--- config.mk ---
export PLATFORM = sky130hd
export DESIGN_NAME = branch_call_skip_unit
export DESIGN_NICKNAME = d
export VERILOG_FILES = /design/src/logic/flow_pkg.sv /design/src/logic/exec_if.sv /design/src/logic/branch_call_skip_unit.sv /design/src/logic/branch_condition.sv /design/src/logic/compare_flags.sv
export SDC_FILE = /design/constraint.sdc
export NUM_CORES = 1
export LEC_CHECK = 0
export BUFFER_PORTS_ARGS = -buffer_cell sky130_fd_sc_hd__buf_2
export CORE_ASPECT_RATIO = 0.75
export CORE_MARGIN = 2
export CORE_UTILIZATION = 25
export DETAILED_ROUTE_END_ITERATION = 12
export GPL_TIMING_DRIVEN = 0
export PLACE_DENSITY = 0.5
export SLEW_MARGIN = 10
export SYNTH_ARGS = -nofsm -noshare
export SYNTH_HDL_FRONTEND = slang
export SYNTH_SLANG_ARGS = --single-unit
--- constraint.sdc ---
create_clock -name clock -period 10.45 [get_ports clock]
set_input_delay 1.045 -clock clock [delete_from_list [all_inputs] [get_ports clock]]
set_output_delay 1.045 -clock clock [all_outputs]
set_load 0.005 [all_outputs]
--- src/logic/flow_pkg.sv ---
package flow_pkg;

    // ==========================================================
    // operation codes, carried in instruction bits 15:11
    // ==========================================================
    typedef enum logic [4:0] {
        OP_NONE = 5'b00000,
        OP_NEAR_SUBCALL = 5'b00001,
        OP_POINTER_SUBCALL = 5'b00010,
        OP_FAR_POINTER_SUBCALL = 5'b00011,
        OP_ABS_SUBCALL = 5'b00100,
        OP_SUB_EXIT = 5'b00101,
        OP_ISR_EXIT = 5'b00110,
        OP_EQUAL_SKIP = 5'b00111,
        OP_REG_COMPARE = 5'b01000,
        OP_CARRY_COMPARE = 5'b01001,
        OP_IMM_COMPARE = 5'b01010,
        OP_REG_BIT_CLEAR_SKIP = 5'b01011,
        OP_REG_BIT_SET_SKIP = 5'b01100,
        OP_IO_BIT_CLEAR_SKIP = 5'b01101,
        OP_IO_BIT_SET_SKIP = 5'b01110,
        OP_FLAG_BIT_SET_JUMP = 5'b01111,
        OP_FLAG_BIT_CLEAR_JUMP = 5'b10000,
        OP_UNSIGNED_GE_JUMP = 5'b10001,
        OP_UNSIGNED_LT_JUMP = 5'b10010,
        OP_SIGNED_GE_JUMP = 5'b10011,
        OP_SIGNED_LT_JUMP = 5'b10100,
        OP_PAIR_COPY = 5'b10101
    } op_e;

    // ==========================================================
    // flag word bit positions
    // ==========================================================
    localparam int FLAG_C = 0;
    localparam int FLAG_Z = 1;
    localparam int FLAG_N = 2;
    localparam int FLAG_V = 3;
    localparam int FLAG_S = 4;
    localparam int FLAG_H = 5;
    localparam int FLAG_T = 6;
    localparam int FLAG_I = 7;

    // ==========================================================
    // register map and reset values
    // ==========================================================
    localparam logic [7:0] REG_FLAGS = 8'h00;
    localparam logic [7:0] REG_ZPTR = 8'h04;
    localparam logic [7:0] REG_PAGE = 8'h08;
    localparam logic [7:0] REG_PC = 8'h0C;
    localparam logic [7:0] REG_STATUS = 8'h10;
    localparam logic [7:0] FLAGS_RESET = 8'h00;
    localparam logic [15:0] ZPTR_RESET = 16'h0000;
    localparam logic [5:0] PAGE_RESET = 6'h00;

    // ==========================================================
    // cycle counts
    // ==========================================================
    localparam logic [2:0] CYC_SINGLE = 3'h1;
    localparam logic [2:0] CYC_NEAR_CALL = 3'h2;
    localparam logic [2:0] CYC_PTR_CALL = 3'h2;
    localparam logic [2:0] CYC_FAR_CALL = 3'h3;
    localparam logic [2:0] CYC_ABS_CALL = 3'h3;
    localparam logic [2:0] CYC_RETURN = 3'h4;
    localparam logic [2:0] CYC_BRANCH_TAKEN = 3'h2;
    localparam logic [2:0] CYC_IO_EXTRA = 3'h1;
    localparam int NARROW_PC_BITS = 16;

endpackage : flow_pkg

--- src/logic/exec_if.sv ---
`timescale 1ns/10ps
interface exec_if;
    import flow_pkg::*;
    op_e op;
    logic [2:0] sel;
    logic [7:0] flags;
    logic [7:0] rd_val;
    logic [7:0] rr_val;
    logic [7:0] io_val;
    logic [7:0] imm;
    logic taken;
    logic [7:0] cmp_flags;

    modport core (output op, sel, flags, rd_val, rr_val, io_val, imm,
                  input taken, cmp_flags);
    modport cond (input op, sel, flags, rd_val, rr_val, io_val,
                  output taken);
    modport cmp (input op, flags, rd_val, rr_val, imm,
                 output cmp_flags);
endinterface : exec_if

--- src/logic/branch_call_skip_unit.sv ---
`timescale 1ns/10ps
// Notes on behaviour
// - pointer call: push return, pc from z, upper bits zero, 2/3 cycles
// - far pointer call: pc from page and z, push return, 3 cycles
// - equal skip: skip next when operands equal, 1/2/3 cycles
// - register bit skip on clear or set bit, 1/2/3 cycles, no flags
// - i/o bit skip on clear or set bit, 2/3/4 cycles, no flags
// - flag bit jump: pc plus offset plus one, taken 2, else 1
// - carry jumps on carry set or clear, 1/2 cycles
// - unsigned ge on carry clear, unsigned lt on carry set
// - signed ge when n xor v zero, lt when one
// - half carry jumps, 1/2 cycles, flags kept
// - t flag jumps, 1/2 cycles
// - overflow jumps, 1/2 cycles
// - interrupt flag jumps, flag untouched, 1/2 cycles
module branch_call_skip_unit
    import flow_pkg::*;
#(
    parameter int PC_WIDTH = 22
) (
    input wire logic clock,
    input wire logic reset_n,
    input wire logic [7:0] bus_addr,
    input wire logic [31:0] bus_wdata,
    input wire logic bus_write,
    input wire logic bus_read,
    output logic [31:0] bus_rdata,
    input wire logic instr_valid,
    input wire logic [15:0] instr,
    input wire logic [15:0] instr_ext,
    input wire logic next_two_word,
    input wire logic [7:0] rd_value,
    input wire logic [7:0] rr_value,
    input wire logic [7:0] io_value,
    input wire logic [PC_WIDTH-1:0] stack_pop_data,
    output logic instr_ready,
    output logic exec_done,
    output logic [PC_WIDTH-1:0] pc,
    output logic [7:0] flag_word,
    output logic stack_push,
    output logic [PC_WIDTH-1:0] stack_push_data,
    output logic stack_pop
);

    // ==========================================================
    // sequencer state
    // ==========================================================
    typedef enum logic {
        SEQ_IDLE = 1'b0,
        SEQ_RUN = 1'b1
    } seq_e;

    seq_e seq;
    logic [2:0] remain;
    logic [2:0] last_cycles;
    logic [PC_WIDTH-1:0] pend_target;
    logic [7:0] pend_flags;
    logic pend_pop;
    logic pend_isr;
    logic [15:0] z_pointer;
    logic [5:0] far_jump_page;

    // ==========================================================
    // decode
    // ==========================================================
    exec_if ex ();

    op_e op;
    logic accept;
    logic commit;
    logic [2:0] call_extra;
    logic [PC_WIDTH-1:0] rel_long;
    logic [PC_WIDTH-1:0] rel_short;
    logic [PC_WIDTH-1:0] skip_target;
    logic [2:0] skip_cycles;
    logic [PC_WIDTH-1:0] next_target;
    logic [2:0] next_cycles;
    logic [7:0] next_flags;
    logic next_push;
    logic [PC_WIDTH-1:0] next_ret;
    logic next_pop;
    logic next_isr;

    assign op = op_e'(instr[15:11]);
    assign accept = instr_valid & instr_ready;
    assign commit = (seq == SEQ_RUN) & (remain == 3'h0);

    // a counter wider than a word needs one more stack cycle
    assign call_extra = (PC_WIDTH > NARROW_PC_BITS) ? 3'h1 : 3'h0;
    assign rel_long = pc + PC_WIDTH'($signed(instr[10:0]))
                    + PC_WIDTH'(1);
    assign rel_short = pc + PC_WIDTH'($signed(instr[6:0]))
                     + PC_WIDTH'(1);
    assign skip_target = pc + (next_two_word ? PC_WIDTH'(3) : PC_WIDTH'(2));
    assign skip_cycles = next_two_word ? 3'h3 : 3'h2;

    assign ex.op = op;
    assign ex.flags = flag_word;
    assign ex.rd_val = rd_value;
    assign ex.rr_val = rr_value;
    assign ex.io_val = io_value;
    assign ex.imm = instr[7:0];
    assign ex.sel = (op == OP_FLAG_BIT_SET_JUMP
                     || op == OP_FLAG_BIT_CLEAR_JUMP)
                  ? instr[9:7] : instr[2:0];

    branch_condition cond_unit (
        .ex(ex.cond)
    );

    compare_flags cmp_unit (
        .ex(ex.cmp)
    );

    always_comb begin
        next_target = pc + PC_WIDTH'(1);
        next_cycles = CYC_SINGLE;
        next_flags = flag_word;
        next_push = 1'b0;
        next_ret = pc + PC_WIDTH'(1);
        next_pop = 1'b0;
        next_isr = 1'b0;
        case (op)
            OP_NEAR_SUBCALL: begin
                next_target = rel_long;
                next_cycles = CYC_NEAR_CALL + call_extra;
                next_push = 1'b1;
            end
            OP_POINTER_SUBCALL: begin
                // upper counter bits forced to zero
                next_target = PC_WIDTH'(z_pointer);
                next_cycles = CYC_PTR_CALL + call_extra;
                next_push = 1'b1;
            end
            OP_FAR_POINTER_SUBCALL: begin
                next_target = PC_WIDTH'({far_jump_page, z_pointer});
                next_cycles = CYC_FAR_CALL;
                next_push = 1'b1;
            end
            OP_ABS_SUBCALL: begin
                // absolute call, return past both words
                next_target = PC_WIDTH'({instr[5:0], instr_ext});
                next_cycles = CYC_ABS_CALL + call_extra;
                next_push = 1'b1;
                next_ret = pc + PC_WIDTH'(2);
            end
            OP_SUB_EXIT: begin
                next_cycles = CYC_RETURN + call_extra;
                next_pop = 1'b1;
            end
            OP_ISR_EXIT: begin
                next_cycles = CYC_RETURN + call_extra;
                next_pop = 1'b1;
                next_isr = 1'b1;
            end
            OP_REG_COMPARE, OP_CARRY_COMPARE, OP_IMM_COMPARE: begin
                next_flags = ex.cmp_flags;
            end
            OP_EQUAL_SKIP, OP_REG_BIT_CLEAR_SKIP, OP_REG_BIT_SET_SKIP: begin
                if (ex.taken) begin
                    next_target = skip_target;
                    next_cycles = skip_cycles;
                end
            end
            OP_IO_BIT_CLEAR_SKIP, OP_IO_BIT_SET_SKIP: begin
                // i/o read costs one more cycle
                next_cycles = CYC_SINGLE + CYC_IO_EXTRA;
                if (ex.taken) begin
                    next_target = skip_target;
                    next_cycles = skip_cycles + CYC_IO_EXTRA;
                end
            end
            OP_FLAG_BIT_SET_JUMP, OP_FLAG_BIT_CLEAR_JUMP,
            OP_UNSIGNED_GE_JUMP, OP_UNSIGNED_LT_JUMP,
            OP_SIGNED_GE_JUMP, OP_SIGNED_LT_JUMP: begin
                if (ex.taken) begin
                    next_target = rel_short;
                    next_cycles = CYC_BRANCH_TAKEN;
                end
            end
            default: begin
                next_target = pc + PC_WIDTH'(1);
            end
        endcase
    end

    // ==========================================================
    // execution sequencer
    // ==========================================================
    always_ff @(posedge clock) begin
        if (!reset_n) begin
            seq <= SEQ_IDLE;
            remain <= 3'h0;
            instr_ready <= 1'b0;
        end else begin
            case (seq)
                SEQ_IDLE: begin
                    instr_ready <= 1'b1;
                    if (accept) begin
                        seq <= SEQ_RUN;
                        remain <= next_cycles - 3'h1;
                        instr_ready <= 1'b0;
                    end
                end
                SEQ_RUN: begin
                    if (remain == 3'h0) begin
                        seq <= SEQ_IDLE;
                        instr_ready <= 1'b1;
                    end else begin
                        remain <= remain - 3'h1;
                    end
                end
                default: begin
                    seq <= SEQ_IDLE;
                end
            endcase
        end
    end

    // held until commit so pc and flag word land at once; stack strobes fire the cycle after accept
    always_ff @(posedge clock) begin
        if (!reset_n) begin
            pend_target <= '0;
            pend_flags <= FLAGS_RESET;
            pend_pop <= 1'b0;
            pend_isr <= 1'b0;
            last_cycles <= 3'h0;
        end else if (accept) begin
            pend_target <= next_target;
            pend_flags <= next_flags;
            pend_pop <= next_pop;
            pend_isr <= next_isr;
            last_cycles <= next_cycles;
        end
    end

    // ==========================================================
    // stack strobes
    // ==========================================================
    always_ff @(posedge clock) begin
        if (!reset_n) begin
            stack_push <= 1'b0;
            stack_push_data <= '0;
            stack_pop <= 1'b0;
        end else begin
            stack_push <= accept & next_push;
            stack_pop <= accept & next_pop;
            if (accept & next_push) begin
                stack_push_data <= next_ret;
            end
        end
    end

    // ==========================================================
    // program counter and flag word
    // ==========================================================
    always_ff @(posedge clock) begin
        if (!reset_n) begin
            pc <= '0;
            exec_done <= 1'b0;
        end else begin
            exec_done <= commit;
            if (commit) begin
                // stack word read at the last cycle
                pc <= pend_pop ? stack_pop_data : pend_target;
            end else if (bus_write && bus_addr == REG_PC) begin
                pc <= PC_WIDTH'(bus_wdata);
            end
        end
    end

    // a commit beats a software write in the same cycle
    always_ff @(posedge clock) begin
        if (!reset_n) begin
            flag_word <= FLAGS_RESET;
        end else if (commit) begin
            flag_word <= pend_flags;
            // isr exit sets the interrupt flag
            if (pend_isr) begin
                flag_word[FLAG_I] <= 1'b1;
            end
        end else if (bus_write && bus_addr == REG_FLAGS) begin
            flag_word <= bus_wdata[7:0];
        end
    end

    // ==========================================================
    // register port
    // ==========================================================
    always_ff @(posedge clock) begin
        if (!reset_n) begin
            z_pointer <= ZPTR_RESET;
            far_jump_page <= PAGE_RESET;
        end else if (bus_write) begin
            if (bus_addr == REG_ZPTR) begin
                z_pointer <= bus_wdata[15:0];
            end
            if (bus_addr == REG_PAGE) begin
                far_jump_page <= bus_wdata[5:0];
            end
        end
    end

    always_ff @(posedge clock) begin
        if (!reset_n) begin
            bus_rdata <= 32'h00000000;
        end else if (bus_read) begin
            case (bus_addr)
                REG_FLAGS: bus_rdata <= {24'h000000, flag_word};
                REG_ZPTR: bus_rdata <= {16'h0000, z_pointer};
                REG_PAGE: bus_rdata <= {26'h0000000, far_jump_page};
                REG_PC: bus_rdata <= 32'(pc);
                REG_STATUS: bus_rdata <= {28'h0000000, last_cycles,
                                          seq == SEQ_RUN};
                default: bus_rdata <= 32'h00000000;
            endcase
        end else begin
            // data stands only in the cycle after the read
            bus_rdata <= 32'h00000000;
        end
    end

endmodule : branch_call_skip_unit

--- src/logic/branch_condition.sv ---
`timescale 1ns/10ps
module branch_condition
    import flow_pkg::*;
(
    exec_if.cond ex
);

    always_comb begin
        case (ex.op)
            OP_EQUAL_SKIP: ex.taken = (ex.rd_val == ex.rr_val);
            OP_REG_BIT_CLEAR_SKIP: ex.taken = ~ex.rr_val[ex.sel];
            OP_REG_BIT_SET_SKIP: ex.taken = ex.rr_val[ex.sel];
            OP_IO_BIT_CLEAR_SKIP: ex.taken = ~ex.io_val[ex.sel];
            OP_IO_BIT_SET_SKIP: ex.taken = ex.io_val[ex.sel];
            // selected flag test
            // carry, half, t, overflow and interrupt forms select a bit
            // flag aliases
            OP_FLAG_BIT_SET_JUMP: ex.taken = ex.flags[ex.sel];
            OP_FLAG_BIT_CLEAR_JUMP: ex.taken = ~ex.flags[ex.sel];
            OP_UNSIGNED_GE_JUMP: ex.taken = ~ex.flags[FLAG_C];
            OP_UNSIGNED_LT_JUMP: ex.taken = ex.flags[FLAG_C];
            OP_SIGNED_GE_JUMP:
                ex.taken = ~(ex.flags[FLAG_N] ^ ex.flags[FLAG_V]);
            OP_SIGNED_LT_JUMP: ex.taken = ex.flags[FLAG_N] ^ ex.flags[FLAG_V];
            default: ex.taken = 1'b0;
        endcase
    end

endmodule : branch_condition

--- src/logic/compare_flags.sv ---
`timescale 1ns/10ps
module compare_flags
    import flow_pkg::*;
(
    exec_if.cmp ex
);

    logic [7:0] subtrahend;
    logic borrow_in;
    logic [7:0] diff;
    logic new_v;

    assign subtrahend = (ex.op == OP_IMM_COMPARE) ? ex.imm : ex.rr_val;
    assign borrow_in = (ex.op == OP_CARRY_COMPARE) & ex.flags[FLAG_C];
    assign diff = ex.rd_val - subtrahend - {7'h00, borrow_in};
    assign new_v = (ex.rd_val[7] & ~subtrahend[7] & ~diff[7])
                 | (~ex.rd_val[7] & subtrahend[7] & diff[7]);

    always_comb begin
        ex.cmp_flags = ex.flags;
        ex.cmp_flags[FLAG_C] = (~ex.rd_val[7] & subtrahend[7])
                             | (subtrahend[7] & diff[7])
                             | (diff[7] & ~ex.rd_val[7]);
        // with carry, zero only survives a previous zero
        ex.cmp_flags[FLAG_Z] = (diff == 8'h00)
            & ((ex.op != OP_CARRY_COMPARE) | ex.flags[FLAG_Z]);
        ex.cmp_flags[FLAG_N] = diff[7];
        ex.cmp_flags[FLAG_V] = new_v;
        ex.cmp_flags[FLAG_S] = diff[7] ^ new_v;
        ex.cmp_flags[FLAG_H] = (~ex.rd_val[3] & subtrahend[3])
                             | (subtrahend[3] & diff[3])
                             | (diff[3] & ~ex.rd_val[3]);
    end

endmodule : compare_flags

Yosys cells after proc, flatten, opt, wreduce, memory -nomap -nowiden
Cells that the tools add are included.
{"block": "totals", "register_bits": 149, "in_bits": 124}
{"block": "classes", "n_addsub": 12, "n_lt_le_gt_ge": 1, "eq_ne": 29, "mux": 39, "n_bitwise": 33, "reduce_logical": 20}
{"operator": "two-way mux 22 bit", "count": 6}
{"operator": "case mux 22 bit (6 select lines)", "count": 1}
{"operator": "case mux 22 bit (5 select lines)", "count": 1}
{"operator": "adder 22 x 1 -> 22 bit, second input constant", "count": 3}
{"operator": "adder 22 bit", "count": 2}
{"operator": "equality test 5 x 4 -> 1 bit, second input constant", "count": 8}
{"operator": "equality test 5 bit, second input constant", "count": 5}
{"operator": "two-way mux 8 bit", "count": 3}
{"operator": "adder 22 x 2 -> 22 bit", "count": 1}
{"operator": "adder 22 x 2 -> 22 bit, second input constant", "count": 1}
{"operator": "equality test 5 x 3 -> 1 bit, second input constant", "count": 4}
{"operator": "case mux 3 bit (6 select lines)", "count": 1}
{"operator": "equality test 8 x 4 -> 1 bit, second input constant", "count": 2}
{"operator": "zero test 8 bit", "count": 2}
{"operator": "AND 1 bit", "count": 15}
{"operator": "two-way mux 1 bit", "count": 13}
{"operator": "two-way mux 3 bit", "count": 4}
{"operator": "case mux 1 bit (11 select lines)", "count": 1}
{"operator": "equality test 5 x 2 -> 1 bit, second input constant", "count": 2}
{"operator": "NOT 1 bit", "count": 10}
{"operator": "binary-select mux 1 bit (select 3 bit)", "count": 3}
{"operator": "OR reduction 3 bit", "count": 3}
{"operator": "equality test 8 x 3 -> 1 bit, second input constant", "count": 1}
{"operator": "equality test 8 x 5 -> 1 bit, second input constant", "count": 1}
{"operator": "25 further kinds", "count": 41}

Longest topological paths before layout
Gate-level depths: netlist (run 1).
{"block": "logic_depth", "word_depth": 12, "depth_mapped": 21, "depth_no_buf": 19}

Modules after synthesis
From an unflattened synthesis (run 1), not the netlist that was laid out.
{"block": "unflattened", "cells_unflattened": 1397, "area_unflattened_um2": 11010.6}
{"module": "branch_call_skip_unit", "instances": 1, "cells_per_inst": 1257, "area_each_um2": 9864.5, "seq_area_each_um2": 2782.7}
{"module": "compare_flags", "instances": 1, "cells_per_inst": 89, "area_each_um2": 709.4, "seq_area_each_um2": 0.0}
{"module": "branch_condition", "instances": 1, "cells_per_inst": 51, "area_each_um2": 436.7, "seq_area_each_um2": 0.0}

Worst setup path before layout (run 1)
Ideal clock, no wire load.
{"block": "synth_path", "path_type": "input -> register", "start": "in instr[12]", "end": "reg remain[2]", "setup_ns": 0.070, "arrival_ns": 4.655, "t_required_ns": 10.380, "setup_slack_ns": 5.726, "path_stages": 18, "path_cell_list": "buf_6 nor2_1 a22o_1 buf_6 mux2i_2 nor2_1 a22o_1 a311oi_1 mux2_2 and3_1 buf_6 buf_12 o211ai_1 mux2i_1 ha_1 or2_2 o41a_1 a21oi_1"}
{"block": "synth_between", "elab_chain_len": 12}
{"item": "from (decl)", "line_no": "branch_call_skip_unit.sv:29", "source": "input wire logic [15:0] instr,"}
{"item": "equality test 5 x 4 -> 1 bit or equality test 5 bit (tied branches)"}
{"item": "logical OR 1 bit", "line_no": "branch_call_skip_unit.sv:104", "source": "|| op == OP_FLAG_BIT_CLEAR_JUMP)"}
{"item": "two-way mux 3 bit", "line_no": "branch_call_skip_unit.sv:105", "source": "? instr[9:7] : instr[2:0];"}
{"item": "binary-select mux 1 bit (select 3 bit) (on tied branches)"}
{"item": "two-way mux 1 bit (on tied branches)"}
{"item": "NOT 1 bit (on tied branches)", "line_no": "branch_condition.sv:19, branch_condition.sv:11, branch_condition.sv:13"}
{"item": "case mux 1 bit (11 select lines)", "line_no": "branch_condition.sv:9", "source": "case (ex.op)"}
{"item": "two-way mux 2 bit, or another cell as far along", "line_no": "branch_call_skip_unit.sv:176", "source": "if (ex.taken) begin"}
{"item": "case mux 3 bit (6 select lines) *", "line_no": "branch_call_skip_unit.sv:123", "source": "case (op)"}
{"item": "subtractor 3 x 1 -> 3 bit *", "line_no": "branch_call_skip_unit.sv:201", "source": "remain <= next_cycles - 3'h1;"}
{"item": "two-way mux 3 bit *", "line_no": "branch_call_skip_unit.sv:199", "source": "if (accept) begin"}
{"item": "case mux 3 bit (2 select lines) *", "line_no": "branch_call_skip_unit.sv:196", "source": "case (seq)"}
{"item": "to (signal assigned)", "line_no": "branch_call_skip_unit.sv:201"}
{"item": "to (signal assigned)", "line_no": "branch_call_skip_unit.sv:210", "source": "remain <= remain - 3'h1;"}
{"item": "to (decl)", "line_no": "branch_call_skip_unit.sv:54", "source": "logic [2:0] remain;"}
Mark *: on every way between the ends. The rest lies on a longest branch, timed or not. The select of a mux whose other input is x is not followed.
A chain may end at the register's enable or synchronous reset.

Worst setup path after layout (run 1)
{"block": "layout_path", "start": "in instr[13]", "end": "reg remain[2]"}
The elaborated chain is that of the path after synthesis.

==> results of run 1 <==
## kinds of logic (layout without fill, tap and decap cells)
logic type	Yosys count	count (layout)	share of synthesized area [%]
AO/OA/AOI/OAI	414	414	26.0
XOR/XNOR	101	101	8.14
adder cells (fa/ha/maj)	58	58	6.88
buffers and inverters	153	374	6.38
flip-flops	139	139	25.6
multiplexers	75	75	7.48
other	1	10	0.0345
AND/OR/NAND/NOR	467	467	19.5
## through the flow
step / hold slack [ps] / total power, mW / utilization [%]
2_1_floorplan: 431 / 0.868 / -
3_3_place_gp: 444 / 1.05 / 29.2
3_5_place_dp: 449 / 1.05 / 29.2
4_1_cts: 461 / 1.67 / 30.6
5_1_grt: 484 / 1.75 / 30.6
6_report: 456 / 1.68 / 30.6
## per-layer routing
metal | up-vias | part of all wire (%) | track usage [%] | routed length (µm)
met1 | 5675 | 48 | 34.0 | 25400
met5 | - | 0.034 | 0 | 18
met3 | 66 | 9.0 | 4.63 | 4710
met2 | 555 | 40 | 32.2 | 21100
li1 | 5535 | - | - | -
met4 | 2 | 2.3 | 5.73 | 1220
## report_power, final
group,total [mW],internal (mW),switching (mW)
clock,0.628,0.363,0.265
sequential,0.586,0.551,0.0354
combinational,0.465,0.170,0.294
## critical path: cells and delay by family
kind | cells | cell delay (ps)
multiplexers | 3 | 1070
AO/OA/AOI/OAI | 6 | 1550
adder cells (fa/ha/maj) | 1 | 250
AND/OR/NAND/NOR | 4 | 1110
buffers and inverters | 4 | 570
## state kept, by name (all words and copies together), names as in the netlist
name	flops
pend_target	22
exec_done	1
flag_word	8
pc	22
pend_flags	8
stack_push	1
stack_pop	1
bus_rdata	22
seq	1
pend_isr	1
far_jump_page	6
z_pointer	16
last_cycles	3
instr_ready	1
stack_push_data	22
remain	3
pend_pop	1
## placed cells by master, fill, tap and decap left out, types with 14 or more instances in the layout
cell and instances:
buf_2 192, nor2_1 181, dfxtp_1 139, nand2_1 124
a21oi_1 123, clkbuf_1 79, o21ai_0 59, mux2i_1 57
xnor2_1 57, ha_1 55, a211oi_1 53, inv_1 44
xor2_1 44, nand3_1 38, a21o_1 23, nor3_1 20
nand4_1 19, a221oi_1 17, clkbuf_16 17, and3_1 15
o22ai_1 14, and2_1 14
## layout make-up
cell class / count / area [µm²]
buffer: 108 / 524
clock buffer: 18 / 439
clock inverter: 14 / 158
fill: 4682 / 29900
inverter: 45 / 169
multi-input combinational: 1125 / 7430
sequential: 139 / 2780
tap: 578 / 723
timing repair buffer: 189 / 946
## worst max-delay path by stage
stage          slack (ps)                endpoint  cells past startpoint       from
2_1_floorplan        5730  remain[2]$_SDFFE_PN0P_                     18  instr[12]
3_3_place_gp         4780  remain[2]$_SDFFE_PN0P_                     18  instr[14]
3_5_place_dp         4790  remain[2]$_SDFFE_PN0P_                     18  instr[14]
4_1_cts              5210  remain[2]$_SDFFE_PN0P_                     18  instr[14]
5_1_grt              4840  remain[2]$_SDFFE_PN0P_                     17  instr[14]
6_report             5220  remain[2]$_SDFFE_PN0P_                     18  instr[13]
==> results.yml, run 1 <==
timing:
  slew_headroom_pct: 29.0
  period_minus_slack_ps: 5230
  max_freq_mhz: 191
  tns_ps: 0
  hold_viol: 0
  finalSetupViolations: 0
  rsz0062_at_grt: "false"
  skew_ps: 13.7
  maxSlewViolCount: 0
  setup_ws_ps: 5220
  finalCritPeriodShare_pct: 50.1
  worstMarginPinSlew_ps: 1060
critical_path:
  slowest_delay_ps: 510
  cp.required_ps: 10820
  startpoint_type: "input pin"
  cp_slowest_cell: "nor3b_1"
  cp-end-kind: "flip-flop"
  rrSetupSlack_ps: 5960
  critPathKind: "input pin to flip-flop"
  timing.rr.end: "pend_target[16]$_SDFFE_PN0P_"
  cp_cell_sequence: "buf_2, nor3b_1, a22o_1, buf_6, mux2i_1, nor2_1, a22o_1, a311oi_1, mux2_2, and3_1, buf_6, buf_12, o211ai_1, mux2i_1, ha_1, or2_2, o41a_1, a21oi_1"
  crit_arrival_ps: 5600
  crit_fanout: 10
  reg2reg_depth: 15
  r2r_start: "pc[0]$_SDFFE_PN0P_"
clock_tree:
  cts_tree: "done"
  cts_hold_buf: 0
  clk_path_buf_depth: 2
  cts_num_sinks: 139
  htreeDepth: 4
  clock-root-buffer: "clkbuf_16"
  cts_resized: 0
  postCtsSetupRepairBufs: 0
  path_clk_slew_ps: 70
  cts_inserted_buffers: 17
  clk_latency_ps: 440
route:
  avgViaCountPerCell: 5.34
  drt_first_pass_iters: 8
  routedWlPerCell_um: 23.6
  drt-initial-drc-count: 1165
  vias: 11800
  final_antenna_net_count: 0
  wl_um: 52400
  drc: 0
global_routing:
  grt_pass1_wl_um: 74800
  antenna_found_initial: 1
  grt_util_all_layers_pct: 22.6
  grt_max_degree: 18
  grt_pass1_vias: 10900
  overflow: 0
place:
  port_buffers: 189
  dpl.hpwl_um: 42600
  place_congestion: 0.938
  place_area_mm2: 0.0126
  pre_cts_ws_ps: 4790
  dp.cells: 2184
job:
  drv_cap: 0
logic_synthesis:
  synth_top_cells_by_count: "nor2_1, dfxtp_1, nand2_1"
  ys.flop_type: "dfxtp_1"
  syn-cell-area_mm2: 0.0109
  async_flop_share_pct: 0
  synth.distinct_cells: 86
  synth_area_leaders: "dfxtp_1, ha_1, nor2_1, a21oi_1, mux2i_1"
  synth_edf_count: 0
  syn_avg_cell_area_um2: 7.72
  synth-seq-cells: 139
  syn_inst: 1408
  synth_top_cell_by_area: "dfxtp_1"
  ys_seq_area_share_pct: 25.6
  synth_top_area_share_pct: 25.6
  yosysWarnings: 0
  synth_most_common_cell: "nor2_1"
floorplanning:
  die_w_um: 245
  die_h_um: 185
  die_area_mm2: 0.0452
  core_area_mm2: 0.0431
  io_pins: 212
  start_util_pct: 25.2
  rows: 66
layout:
  layout-drive-gt1-share_pct: 17.0
  diodes: 0
  final_cell_count_no_fill: 2216
  syn2layout_area_growth_pct: 21.2
  fin_nets: 1807
  final_area_mm2: 0.0132
hold_path:
  holdPathStages: 2
  hp-class: "flip-flop to flip-flop"
  whs_endpoint: "pend_isr$_SDFFE_PN0P_"
  min_from: "pend_isr$_SDFFE_PN0P_"
power:
  ir_worst_vdd_v: 0.000101
  powerDensity_mw_per_mm2: 128
  total_leakage_power_nw: 5.36
run_status:
  status: "finished, final reports clean"
No activity file was read; power rests on OpenSTA's default activity.
==> run 2: changes to the inputs <==
- PLACE_DENSITY: 0.5 -> 0.52
- clock period: 10.45 -> 4.35 ns (I/O delays scaled with it)
==> run 2 against run 1 <==
Net effect: sequential power up 140%; sequential cell count unchanged; final cell count about the same; power up 140%; via count up 1.0%; worst setup slack worse by 5200 ps; first-iteration DRC count up 11%; non-clock buffer count up 1; sequential share of layout area down 0.11 points; combinational power up 140%; highest routed layer unchanged.
==> results.yml, run 2 (synthesized netlist as in run 1, its figures left out) <==
run_status:
  status: "finished, final reports clean"
hold_path:
  hp-class: "input pin to flip-flop"
clock_tree:
  clk_latency_ps: 440
  path_clk_slew_ps: 60
  cts_inserted_buffers: 17
  cts_tree: "done"
  htreeDepth: 4
  clock-root-buffer: "clkbuf_16"
  cts_num_sinks: 139
  clk_path_buf_depth: 2
route:
  wl_met1_um: 25200
  wl_um: 52200
  avgViaCountPerCell: 5.40
  drt-initial-drc-count: 1289
  vias: 12000
  routedWlPerCell_um: 23.6
  maxUsedRoutingLayer: "met5"
  wl_met3_um: 4540
  drc: 0
  final_antenna_net_count: 0
  drt_first_pass_iters: 7
  dr_wl_met2_um: 21400
layout:
  layout-drive-gt1-share_pct: 17.3
  layout_common_cells: "buf_2, nor2_1, dfxtp_1, nand2_1, a21oi_1"
  fin_nets: 1808
  final_common_cell: "buf_2"
  syn2layout_area_growth_pct: 21.8
  fillers: 4631
power:
  total_leakage_power_nw: 5.39
  ir_worst_vdd_v: 0.000280
  powerDensity_mw_per_mm2: 306
floorplanning:
  die_area_mm2: 0.0452
  die_h_um: 185
  rows: 66
  io_pins: 212
  start_util_pct: 25.2
  die_w_um: 245
  core_area_mm2: 0.0431
global_routing:
  antenna_found_initial: 2
  grt_pass1_wl_um: 75100
  grt_max_degree: 18
  grt_pass1_vias: 11200
  overflow: 0
  grt_util_all_layers_pct: 22.6
timing:
  rsz0062_at_grt: "true"
  finalSetupViolations: 0
  period_minus_slack_ps: 4350
  skew_ps: 14.5
  maxSlewViolCount: 0
  finalCritPeriodShare_pct: 99.9
  holdWs_ps: 271
  hold_viol: 0
  slew_headroom_pct: 36.3
  worstMarginPinSlew_ps: 955
  setup_ws_ps: 2.80
  max_freq_mhz: 230
place:
  port_buffers: 189
  place_congestion: 0.938
  dpl.hpwl_um: 42600
  pre_cts_ws_ps: -691
job:
  drv_cap: 0
critical_path:
  startpoint_type: "input pin"
  cp-end-kind: "flip-flop"
  crit_arrival_ps: 4710
  crit_fanout: 10
  cp_cell_sequence: "buf_2, nor3b_4, a22o_1, buf_6, mux2i_4, buf_8, mux2i_1, a311oi_2, mux2_2, and3_1, buf_6, buf_12, o211ai_1, mux2i_1, ha_1, or2_2, o41a_1, a21oi_1"
  slowest_delay_ps: 460
  cp_slowest_cell: "mux2_2"
  critPathKind: "input pin to flip-flop"
  crit_family: "compound AO/OA/AOI/OAI gates"
  cp.required_ps: 4710
  path_buf_inv: 5
run 2: through the flow:
step	utilization, %	std cells	area [µm²]	power, mW	setup TNS [ps]
CTS	30.6	2214	13200	4.03	0
global route	30.7	2214	13200	4.21	-120
detailed placement	29.2	2185	12600	2.52	-4060
global placement	29.2	2184	12600	2.51	-3930
finish	30.7	2215	13200	4.05	0
floorplan	-	1417	10900	2.08	0
run 2: worst paths after layout:
check	slack (ps)	to	depth (start not counted)	start
min reg2reg	460	pend_isr$_SDFFE_PN0P_	2	pend_isr$_SDFFE_PN0P_
max	3	remain[2]$_SDFFE_PN0P_	18	instr[13]
min	270	z_pointer[12]$_SDFFE_PN0P_	3	bus_wdata[12]
max reg2reg	260	pend_target[20]$_SDFFE_PN0P_	15	pc[0]$_SDFFE_PN0P_
run 2: per-layer routing:
| metal | track usage, % | up-vias |
|---|---|---|
| li1 | - | 5530 |
| met1 | 33.8 | 5749 |
| met2 | 32.9 | 608 |
| met3 | 4.11 | 63 |
| met4 | 5.83 | 2 |
| met5 | 0 | - |
run 2: where the power goes:
part	switching, mW	leakage [nW]	total, mW	internal, mW
combinational	0.713	3.97	1.13	0.414
sequential	0.0823	1.13	1.41	1.32
clock	0.571	0.289	1.52	0.946
total	1.37	5.39	4.05	2.68
run 2: timing repair:
item | in CTS | in global routing
pin swaps | 0 | 1
endpoints found under the setup margin | 3 | 8
hold buffers | 0 | 0
buffers inserted | 0 | 0
resized for setup | 8 | 7
run 2: worst min-delay path, stage by stage:
cell     delay, ps
buf_2          120
nand2_1         50
a21oi_1         50
run 2: area by class of cell:
| cell class | count | area (µm²) | share of cell area, % |
|---|---|---|---|
| Tap cell | 578 | 723 | 5.46 |
| Antenna cell | 1 | 2.50 | 0.0189 |
| Clock inverter | 9 | 149 | 1.12 |
| Timing Repair Buffer | 190 | 953 | 7.20 |
| Buffer | 108 | 527 | 3.98 |
| Clock buffer | 20 | 437 | 3.30 |
| Sequential cell | 139 | 2780 | 21.0 |
| Inverter | 45 | 169 | 1.28 |
| Multi-Input combinational cell | 1125 | 7500 | 56.6 |
